**src/design/rbmc_pkg.sv**
```systemverilog
// Purpose: constants for the reset release and boot mode capture block
// Assumes: one 100 MHz system clock, active-low asynchronous reset
// Notes: no register bus; configuration and status are plain ports
//
// Overview of operation
// - reset low keeps all state initialised
// - capture boot strap when reset releases
// - internal reset held fixed cycles, then synchronous
// - board strap high external, low internal boot
// - external boot only when flash unsecured
// - width strap low keeps narrow bus
// - map and secure bits loaded; secured falls to 00
// - external boot takes memory width from strap
// - wide strap on external boot turns four pins into addresses
package rbmc_pkg;
  // ****************************************
  // timing
  // ****************************************
  localparam int unsigned RBMC_RELEASE_CYCLES = 32;
  localparam int unsigned RBMC_CNT_W = 16;
  // ****************************************
  // reset values and widths
  // ****************************************
  localparam logic RBMC_MAP_RST = 1'b0;
  localparam logic RBMC_SEC_RST = 1'b0;
  localparam int unsigned RBMC_UPPER_ADDR_PINS = 4;
  localparam logic [3:0] RBMC_PINS_GPIO = 4'h0;
  localparam logic [3:0] RBMC_PINS_ADDR = 4'hf;

  typedef enum logic [1:0] {
    RBMC_ST_SYNC = 2'b00,
    RBMC_ST_COUNT = 2'b01,
    RBMC_ST_RUN = 2'b10
  } rbmc_state_t;
endpackage

```
**src/design/rbmc_reset_boot.sv**
```systemverilog
// Purpose: releases internal reset after a fixed count and captures boot straps
// Assumes: straps and flash security are stable around reset release
// Notes: strap pins are asynchronous and pass two flip-flops before use
`timescale 1ns/1ps
module rbmc_reset_boot
  import rbmc_pkg::*;
#(
  parameter int unsigned RELEASE_CYCLES = RBMC_RELEASE_CYCLES
) (
  // clock and reset
  input wire logic CLOCK_I,
  input wire logic RST_N_I,
  // straps and flash state
  input wire logic BOOT_SOURCE_STRAP_I,
  input wire logic EXT_MEM_WIDTH_STRAP_I,
  input wire logic FLASH_UNSECURED_I,
  // pull-up control from boot software
  input wire logic BOOT_STRAP_PULLUP_DISABLE_I,
  input wire logic WIDTH_STRAP_PULLUP_DISABLE_I,
  // internal reset and captured mode
  output logic INT_RST_N_O,
  output logic PROGRAM_MAP_SELECT_O,
  output logic SECURE_STATE_CAPTURE_O,
  output logic EXT_MEM_WIDE_O,
  output logic [3:0] UPPER_ADDR_PIN_EN_O,
  // strap pull-up enables
  output logic BOOT_STRAP_PULLUP_EN_O,
  output logic WIDTH_STRAP_PULLUP_EN_O
);
  // ****************************************
  // synchronisers
  // ****************************************
  logic boot_s1_q, boot_s2_q, wid_s1_q, wid_s2_q, sec_s1_q, sec_s2_q;
  // first stages are read only by second stages
  always_ff @(posedge CLOCK_I or negedge RST_N_I) begin
    if (!RST_N_I) begin
      {boot_s1_q, boot_s2_q, wid_s1_q, wid_s2_q, sec_s1_q, sec_s2_q} <= 6'h00;
    end else begin
      boot_s1_q <= BOOT_SOURCE_STRAP_I;
      boot_s2_q <= boot_s1_q;
      wid_s1_q <= EXT_MEM_WIDTH_STRAP_I;
      wid_s2_q <= wid_s1_q;
      sec_s1_q <= FLASH_UNSECURED_I;
      sec_s2_q <= sec_s1_q;
    end
  end

  // ****************************************
  // release sequencer
  // ****************************************
  // upper-address pin enables for a width choice; only pins_next uses it, the checks spell it out
  function automatic logic [3:0] pin_sel(input logic wide_bus);
    return wide_bus ? RBMC_PINS_ADDR : RBMC_PINS_GPIO;
  endfunction

  localparam logic [RBMC_CNT_W-1:0] LAST_CNT = RBMC_CNT_W'(RELEASE_CYCLES - 1);
  rbmc_state_t state_q, state_d;
  logic [RBMC_CNT_W-1:0] cnt_q, cnt_d;
  logic [1:0] sync_wait_q;
  wire cnt_done = (cnt_q == LAST_CNT);
  // the synchronisers restart from zero at every reset, so capture waits until
  // both stages hold levels sampled after release; earlier would latch internal boot
  wire capture = (state_q == RBMC_ST_SYNC) && (sync_wait_q == 2'b00);
  // external boot granted only when unsecured, else both bits fall to zero
  wire ext_ok = boot_s2_q & sec_s2_q;
  wire wide = ext_ok & wid_s2_q;
  wire [3:0] pins_next = pin_sel(wide);

  // wait two cycles so synchronisers hold valid strap levels, then count
  always_comb begin
    state_d = state_q;
    cnt_d = cnt_q;
    case (state_q)
      RBMC_ST_SYNC: begin
        state_d = RBMC_ST_COUNT;
      end
      RBMC_ST_COUNT: begin
        if (cnt_done) begin
          state_d = RBMC_ST_RUN;
        end else begin
          cnt_d = cnt_q + 1'b1;
        end
      end
      default: begin
        state_d = RBMC_ST_RUN;
      end
    endcase
  end

  // two-bit shift marks the two edges the synchronisers need after release
  always_ff @(posedge CLOCK_I or negedge RST_N_I) begin
    if (!RST_N_I) begin
      state_q <= RBMC_ST_SYNC;
      cnt_q <= '0;
      sync_wait_q <= 2'b11;
    end else begin
      sync_wait_q <= {sync_wait_q[0], 1'b0};
      // hold SYNC while the second stages still show their reset value
      state_q <= (sync_wait_q != 2'b00) ? RBMC_ST_SYNC : state_d;
      cnt_q <= cnt_d;
    end
  end

  // ****************************************
  // captured mode, held until next reset
  // ****************************************
  always_ff @(posedge CLOCK_I or negedge RST_N_I) begin
    if (!RST_N_I) begin
      INT_RST_N_O <= 1'b0;
      PROGRAM_MAP_SELECT_O <= RBMC_MAP_RST;
      SECURE_STATE_CAPTURE_O <= RBMC_SEC_RST;
      EXT_MEM_WIDE_O <= 1'b0;
      UPPER_ADDR_PIN_EN_O <= RBMC_PINS_GPIO;
    end else begin
      // state_d reaches RUN only from COUNT, which the sync wait has already passed
      INT_RST_N_O <= (state_d == RBMC_ST_RUN);
      if (capture) begin
        PROGRAM_MAP_SELECT_O <= ext_ok;
        // secure bit mirrors the flash state, so an internal boot on open flash reads 1
        SECURE_STATE_CAPTURE_O <= sec_s2_q;
        EXT_MEM_WIDE_O <= wide;
        UPPER_ADDR_PIN_EN_O <= pins_next;
      end
    end
  end

  // pull-ups on at reset, software turns them off for tied-low straps
  always_ff @(posedge CLOCK_I or negedge RST_N_I) begin
    if (!RST_N_I) begin
      BOOT_STRAP_PULLUP_EN_O <= 1'b1;
      WIDTH_STRAP_PULLUP_EN_O <= 1'b1;
    end else begin
      BOOT_STRAP_PULLUP_EN_O <= !BOOT_STRAP_PULLUP_DISABLE_I;
      WIDTH_STRAP_PULLUP_EN_O <= !WIDTH_STRAP_PULLUP_DISABLE_I;
    end
  end

  // ****************************************
  // checks
  // ****************************************
  logic [RBMC_CNT_W:0] rel_cnt_q;
  always_ff @(posedge CLOCK_I or negedge RST_N_I) begin
    if (!RST_N_I) begin
      rel_cnt_q <= '0;
    end else if (!INT_RST_N_O) begin
      rel_cnt_q <= rel_cnt_q + 1'b1;
    end
  end
endmodule

```
**config.mk**
```make
export PLATFORM = sky130hd
export DESIGN_NAME = rbmc_reset_boot
export DESIGN_NICKNAME = d
export VERILOG_FILES = /design/src/design/rbmc_pkg.sv /design/src/design/rbmc_reset_boot.sv
export SDC_FILE = /design/constraint.sdc
export NUM_CORES = 1
export LEC_CHECK = 0
export BUFFER_PORTS_ARGS = -buffer_cell sky130_fd_sc_hd__buf_2
export CAP_MARGIN = 20
export CORE_MARGIN = 1.5
export CORE_UTILIZATION = 35
export CTS_BUF_LIST = sky130_fd_sc_hd__clkbuf_4
export CTS_CLUSTER_DIAMETER = 200
export DETAILED_ROUTE_END_ITERATION = 12
export SYNTH_ARGS = -nofsm -noshare
export SYNTH_HDL_FRONTEND = slang
export SYNTH_SLANG_ARGS = --single-unit
```
**constraint.sdc**
```tcl
create_clock -name CLOCK_I -period 2.06 [get_ports CLOCK_I]
set_input_delay 0.103 -clock CLOCK_I [delete_from_list [all_inputs] [get_ports CLOCK_I]]
set_output_delay 0.103 -clock CLOCK_I [all_outputs]
set_load 0.05 [all_outputs]
```
==> flow_summary.json, run 1 <==
{
  "dieWidth_um": 63.7,
  "grt_pass1_wl_um": 3580,
  "start_util": 0.374,
  "fin_ws_ns": 0.427,
  "die_h_um": 63.7,
  "fin_skew_ns": 0.00793,
  "h-tree-depth": 2,
  "gp_congestion": 0.715,
  "post_cts_buffers": 0,
  "swShare": 0.298,
  "cellInternalPower_uw": 1050,
  "core-area_um2": 3440,
  "worstPathMaxFanout": 6,
  "clock-sinks": 32,
  "r2r_cells": 5,
  "crit_buf_inv": 0,
  "pre_cts_ws_ns": 0.428,
  "hold_viol": 0,
  "finalCritPeriodShare": 0.793,
  "synth_common_cells": "dfrtp_1 (28), xnor2_1 (7), buf_4 (6)",
  "power_density_nw_per_um2": 986,
  "power_switching_uw": 446,
  "fin_crit_ns": 1.63,
  "insertion_delay_ns": 0.33,
  "max_stage_delay_ns": 0.43,
  "placementRows": 21,
  "async_reset_ff_frac": 1.00,
  "status": "completed",
  "drc": 0,
  "grt_max_degree": 33,
  "clkSlewWorstSetupHoldPaths_ns": 0.10,
  "syn_inst": 99,
  "combPwrFrac": 0.171,
  "diodes": 0,
  "cp_slowest_cell": "dfrtp_1",
  "synth_top_area_frac": 0.544,
  "worst_hold_path_type": "input pin to asynchronous set/reset pin",
  "drive_above_1_share": 0.285,
  "synth_cell_type_count": 33,
  "drtPass1Iterations": 4,
  "wl_per_cell_um": 12.1,
  "cts_made_buffers": 5,
  "critical_path.top_delay_family": "simple AND/OR/NAND/NOR gates",
  "yosysMostFrequentCell": "dfrtp_1",
  "seqPwrFrac": 0.518,
  "synth-edff-count": 0,
  "vias_per_cell": 4.76,
  "r2r_end": "cnt_q[8]$_DFFE_PN0P_",
  "grtUsageTotal": 0.119,
  "ctsResizeCount": 0,
  "fin_nets": 130,
  "path_class": "flop to flop",
  "vias": 804,
  "setup_tns_ns": 0,
  "crit_required_ns": 2.29,
  "crit_path_end_kind": "flop",
  "final_max_slew_viol_count": 0,
  "cts_buffer_depth": 2,
  "setup_violations": 0,
  "fp.dieArea_um2": 4050,
  "max_cap_violations": 0,
  "ios": 17,
  "avgSynthCellArea_um2": 13.0,
  "cts_tree": "yes",
  "root_buffer": "clkbuf_4",
  "vdd_ir_drop_max_mv": 0.564,
  "synth_area_um2": 1290,
  "ant_nets": 0,
  "rrSetupSlack_ns": 0.43,
  "grt_overflow": 0,
  "port_buffers": 16,
  "holdBufCountCts": 6,
  "p_total_uw": 1500,
  "routed_wl_um": 2040,
  "synthTopCellsByArea": "dfrtp_1 (54%), dfstp_2 (8.2%), xnor2_1 (4.8%)",
  "n_fill_cell": 309,
  "drtIter0Drc": 12,
  "slew_headroom": 0.549,
  "yosysTopAreaCell": "dfrtp_1",
  "tightest_slew_ns": 0.676,
  "hpwl_um": 1400,
  "ys_ff_latch": 32,
  "antenna_found_initial": 0,
  "grt_pass1_vias": 811,
  "cp-start-kind": "flop",
  "p_clk_frac": 0.312,
  "max_freq_ghz": 0.612,
  "rsz0062_at_grt": "no",
  "worstPathArrival_ns": 1.86,
  "p_leak_uw": 0.000716,
  "ys_seq_area_frac": 0.626,
  "synth_warnings": 0,
  "rr_startpoint": "cnt_q[0]$_DFFE_PN0P_",
  "syn_nets": 107,
  "path_cells": "ha_1, and3_1, and4_1, and3_4, xor2_2",
  "synth_ff_type": "dfrtp_1",
  "area_growth_pct": 18.1
}
power by group through the flow:
stage	clock network, µW	logic (µW)	registers, µW
floorplan	0	165	806
global placement	0	239	777
detailed placement	0	249	784
CTS	489	259	773
global route	507	284	790
finish	467	256	776
logic make-up (layout without fill, tap and decap cells):
family | after synthesis | after routing | synth area share
other | 1 | 1 | 0.00291
buffers and inverters | 10 | 34 | 0.0466
AND/OR/NAND/NOR | 31 | 31 | 0.159
multiplexers | 2 | 2 | 0.0175
AO/OA/AOI/OAI | 10 | 10 | 0.0505
adder cells (fa/ha/maj) | 1 | 1 | 0.00972
flip-flops | 32 | 32 | 0.626
XOR/XNOR | 12 | 12 | 0.0875
final cells by class:
cell class | count | area (µm²) | share of cell area
Timing Repair Buffer | 22 | 140 | 0.0922
Sequential cell | 32 | 806 | 0.530
Multi-Input combinational cell | 57 | 422 | 0.277
Clock inverter | 3 | 42.5 | 0.0280
Clock buffer | 5 | 37.5 | 0.0247
Inverter | 4 | 15.0 | 0.00988
Tap cell | 46 | 57.6 | 0.0379
layer usage:
metal  up-vias  routed length (µm)  global-route usage
li1        383                   -                   -
met1       397                 907               0.133
met2        19                 978               0.187
met3         5                 102              0.0536
met4         0                  48              0.0652
met5         -                   0                   0
through the flow:
stage          hold WS [ns]  utilization  cells  area [µm²]
2_1_floorplan        -0.193            -     99        1290
3_3_place_gp          0.174        0.401    155        1380
3_5_place_dp          0.189        0.401    155        1380
4_1_cts               0.364        0.442    169        1520
5_1_grt               0.367        0.442    169        1520
6_report              0.344        0.442    169        1520
state kept, by name, indices dropped and copies added, names as in the netlist:
signal                   count
boot_s1_q                    1
sync_wait_q                  2
BOOT_STRAP_PULLUP_EN_O       1
boot_s2_q                    1
wid_s2_q                     1
sec_s2_q                     1
SECURE_STATE_CAPTURE_O       1
sec_s1_q                     1
INT_RST_N_O                  1
WIDTH_STRAP_PULLUP_EN_O      1
PROGRAM_MAP_SELECT_O         1
UPPER_ADDR_PIN_EN_O          1
state_q                      2
wid_s1_q                     1
cnt_q                       16
layout by cell type, fill, tap and decap left out, drive strengths merged:
cell type    Yosys  final
mux2             2      2
a41oi            1      1
nor4b            1      1
inv              4      4
clkinv           0      1
conb             1      1
and4             5      5
nor4             3      3
dfstp            4      4
xnor2            7      7
dlygate4sd3      0      6
nand4            2      2
bufinv           0      1
buf              6     16
clkinvlp         0      1
and2b            1      1
xor2             5      5
a211oi           1      1
a31o             1      1
clkbuf           0      5
nand2            4      4
nand2b           1      1
a21oi            4      4
dfrtp           28     28
ha               1      1
and2             1      1
nand3            5      5
a31oi            1      1
o21ai            2      2
nor2             2      2
nor3b            1      1
and3             4      4
nor3             1      1
worst max path at each step:
| stage | startpoint | endpoint | depth (start not counted) |
|---|---|---|---|
| after floorplan | cnt_q[0]$_DFFE_PN0P_ | cnt_q[8]$_DFFE_PN0P_ | 7 |
| after global placement | cnt_q[0]$_DFFE_PN0P_ | cnt_q[8]$_DFFE_PN0P_ | 5 |
| after detailed placement | cnt_q[0]$_DFFE_PN0P_ | cnt_q[8]$_DFFE_PN0P_ | 5 |
| after CTS | cnt_q[0]$_DFFE_PN0P_ | cnt_q[8]$_DFFE_PN0P_ | 5 |
| after global routing | cnt_q[0]$_DFFE_PN0P_ | cnt_q[8]$_DFFE_PN0P_ | 5 |
| final | cnt_q[0]$_DFFE_PN0P_ | cnt_q[8]$_DFFE_PN0P_ | 5 |
(Power assumes the default switching activity.)
==> run 2, diff against run 1 <==
--- a/config.mk
+++ b/config.mk
@@ -5,6 +5,7 @@
 export SDC_FILE = /design/constraint.sdc
 export NUM_CORES = 1
 export LEC_CHECK = 0
+export ABC_AREA = 1
 export BUFFER_PORTS_ARGS = -buffer_cell sky130_fd_sc_hd__buf_2
 export CAP_MARGIN = 20
 export CORE_MARGIN = 1.5
==> constraint.sdc (replaced) <==
create_clock -name CLOCK_I -period 1.5 [get_ports CLOCK_I]
set_input_delay 0.075 -clock CLOCK_I [delete_from_list [all_inputs] [get_ports CLOCK_I]]
set_output_delay 0.075 -clock CLOCK_I [all_outputs]
set_load 0.05 [all_outputs]
==> run 2 against run 1 <==
Against the previous run:
- die area grew 20%
- sequential power grew 33%
- global-route usage grew 1.1 points
- first-iteration DRC count grew to 3.6 times the previous value
- highest routed layer unchanged
==> flow_summary.json, run 2 <==
{
  "crit_required_ns": 1.77,
  "top_layer": "met4",
  "drtIter0Drc": 43,
  "status": "completed",
  "worst_hold_path_type": "input pin to asynchronous set/reset pin",
  "dieWidth_um": 69.6,
  "p_leak_uw": 0.000894,
  "diodes": 0,
  "synth_cell_type_count": 19,
  "syn_inst": 196,
  "synth_ff_type": "dfrtp_1",
  "routed_wl_um": 2870,
  "grtUsageTotal": 0.130,
  "layout_common_cells": "nand2_1 (78), dfrtp_1 (25), nor2_1 (25), inv_1 (16), buf_2 (16)",
  "routed-wl-met2_um": 1280,
  "drtPass1Iterations": 4,
  "drc": 0,
  "insertion_delay_ns": 0.33,
  "power_density_nw_per_um2": 1130,
  "synth_top_area_frac": 0.451,
  "grt_pass1_vias": 1108,
  "rr_startpoint": "cnt_q[1]$_DFFE_PN0P_",
  "fin_nets": 234,
  "core-area_um2": 4320,
  "synth_warnings": 0,
  "setup_violations": 0,
  "ys_seq_area_frac": 0.519,
  "cts_buffer_depth": 2,
  "die_h_um": 69.6,
  "synthTopCellsByArea": "dfrtp_1 (45%), nand2_1 (19%), dfstp_2 (6.8%)",
  "cp-startpoint": "cnt_q[1]$_DFFE_PN0P_",
  "fin_skew_ns": 0.00822,
  "vias_per_cell": 4.37,
  "antenna_found_initial": 0,
  "wl_met3_um": 96,
  "max_cap_violations": 0,
  "synth_area_um2": 1550,
  "async_reset_ff_frac": 1.00,
  "vdd_ir_drop_max_mv": 0.554,
  "fp.dieArea_um2": 4850,
  "max_freq_ghz": 0.725,
  "yosysTopAreaCell": "dfrtp_1",
  "hpwl_um": 2020,
  "grt_max_degree": 33,
  "h-tree-depth": 2,
  "synth_common_cells": "nand2_1 (78), dfrtp_1 (28), nor2_1 (26)",
  "clock-sinks": 32,
  "wl_per_cell_um": 10.3,
  "ys_ff_latch": 32,
  "grt_pass1_wl_um": 4980,
  "syn_nets": 204,
  "fin_crit_ns": 1.38,
  "placementRows": 24,
  "clkSlewWorstSetupHoldPaths_ns": 0.10,
  "root_buffer": "clkbuf_4",
  "grt_overflow": 0,
  "rsz0062_at_grt": "no",
  "gp_congestion": 0.884,
  "reg_top3": "cnt_q (16), state_q (2), sync_wait_q (2)",
  "wl_met1_um": 1420,
  "place_inst": 264,
  "finalCritPeriodShare": 0.919,
  "path_class": "flop to flop",
  "hold_viol": 0,
  "setup_tns_ns": 0,
  "crit_path_end_kind": "flop",
  "cts_tree": "yes",
  "start_util": 0.359,
  "avgSynthCellArea_um2": 7.93,
  "top_register": "cnt_q",
  "final_max_slew_viol_count": 0,
  "fin_cells": 279,
  "synth-edff-count": 0,
  "cts_made_buffers": 5,
  "vias": 1219,
  "yosysMostFrequentCell": "nand2_1",
  "cp-start-kind": "flop",
  "worstPathArrival_ns": 1.65,
  "ios": 17,
  "worstPathMaxFanout": 11,
  "area_growth_pct": 18.9,
  "largest_reg_flops": 16,
  "drive_above_1_share": 0.203,
  "ant_nets": 0,
  "n_fill_cell": 458,
  "port_buffers": 16,
  "layout_commonest_cell": "nand2_1"
}
[run 2: changes by cell type after synthesis, sizes merged, moves of 5 or more]
| cell | delta |
|---|---|
| nand3 | +5 |
| o21ai | +6 |
| nand2 | +75 |
| and4 | -5 |
| inv | +13 |
| nor2 | +24 |
[run 2: path summary, 6_finish.rpt]
check / cells past startpoint / end / slack (ns)
max: 8 / state_q[1]$_DFF_PN0_ / 0.12
min: 3 / cnt_q[15]$_DFFE_PN0P_ / 0.29
max reg2reg: 8 / state_q[1]$_DFF_PN0_ / 0.12
min reg2reg: 0 / sec_s2_q$_DFF_PN0_ / 0.36
max in group asynchronous: 3 / WIDTH_STRAP_PULLUP_EN_O$_DFF_PN1_ / 0.88
min in group CLOCK_I: 0 / sec_s2_q$_DFF_PN0_ / 0.36
[run 2: kinds of logic after synthesis]
group                      Yosys count  share of synthesized area
DFF                                 32                      0.519
other                                1                    0.00241
xor gates and xnor gates             7                     0.0395
buffers and inverters               24                     0.0797
AOI/OAI and AO/OA                    8                     0.0258
muxes                                1                    0.00725
and+or+nand+nor                    122                      0.319
adders and majority gates            1                    0.00805
[run 2: what timing repair did]
action / 4_1_cts / 5_1_grt
endpoints found under the hold margin: 33 / 0
hold buffers: 6 / 0
setup endpoints to repair: 0 / 16
setup buffers: 0 / 1
gates resized for setup: 0 / 5
[run 2: layout make-up]
class,instances,area [µm²],area share
Tap cell,52,65.1,0.0352
Sequential cell,32,810,0.438
Clock buffer,6,45.0,0.0244
Clock inverter,2,35.0,0.0190
Timing Repair Buffer,30,200,0.108
Multi-Input combinational cell,140,629,0.341
Inverter,17,63.8,0.0345
[run 2: per-stage QoR]
stage / hold WS, ns / power, µW / cell area, µm² / util / worst slack, ns
final: 0.285 / 2090 / 1850 / 0.427 / 0.122
after CTS: 0.287 / 2090 / 1830 / 0.424 / 0.0781
after global routing: 0.316 / 2210 / 1850 / 0.427 / 0.00186
after detailed placement: 0.130 / 1400 / 1690 / 0.391 / 0.103
after floorplan: -0.221 / 1300 / 1550 / - / 0.113
after global placement: 0.123 / 1400 / 1690 / 0.391 / 0.140
[run 2: per-layer routing]
layer  vias up  GRT usage
li1        658          -
met1       540      0.166
met2        15      0.198
met3         6     0.0422
met4         0     0.0641
met5         -          0
[run 2: where the power goes]
group	internal, µW	total (µW)	leakage [µW]	switching [µW]
sequential	951	1030	0.000405	76.4
clock	367	666	0.0000456	298
combinational	156	401	0.000443	245
[run 2: critical path, cell delays in order (launching register included)]
cell and delay [ns]:
dfrtp_1 0.39, ha_2 0.21, nand3_2 0.12, nor2_1 0.12, nand2_1 0.08, nand2_2 0.09
buf_4 0.18, nand2_1 0.06, nor2_1 0.08
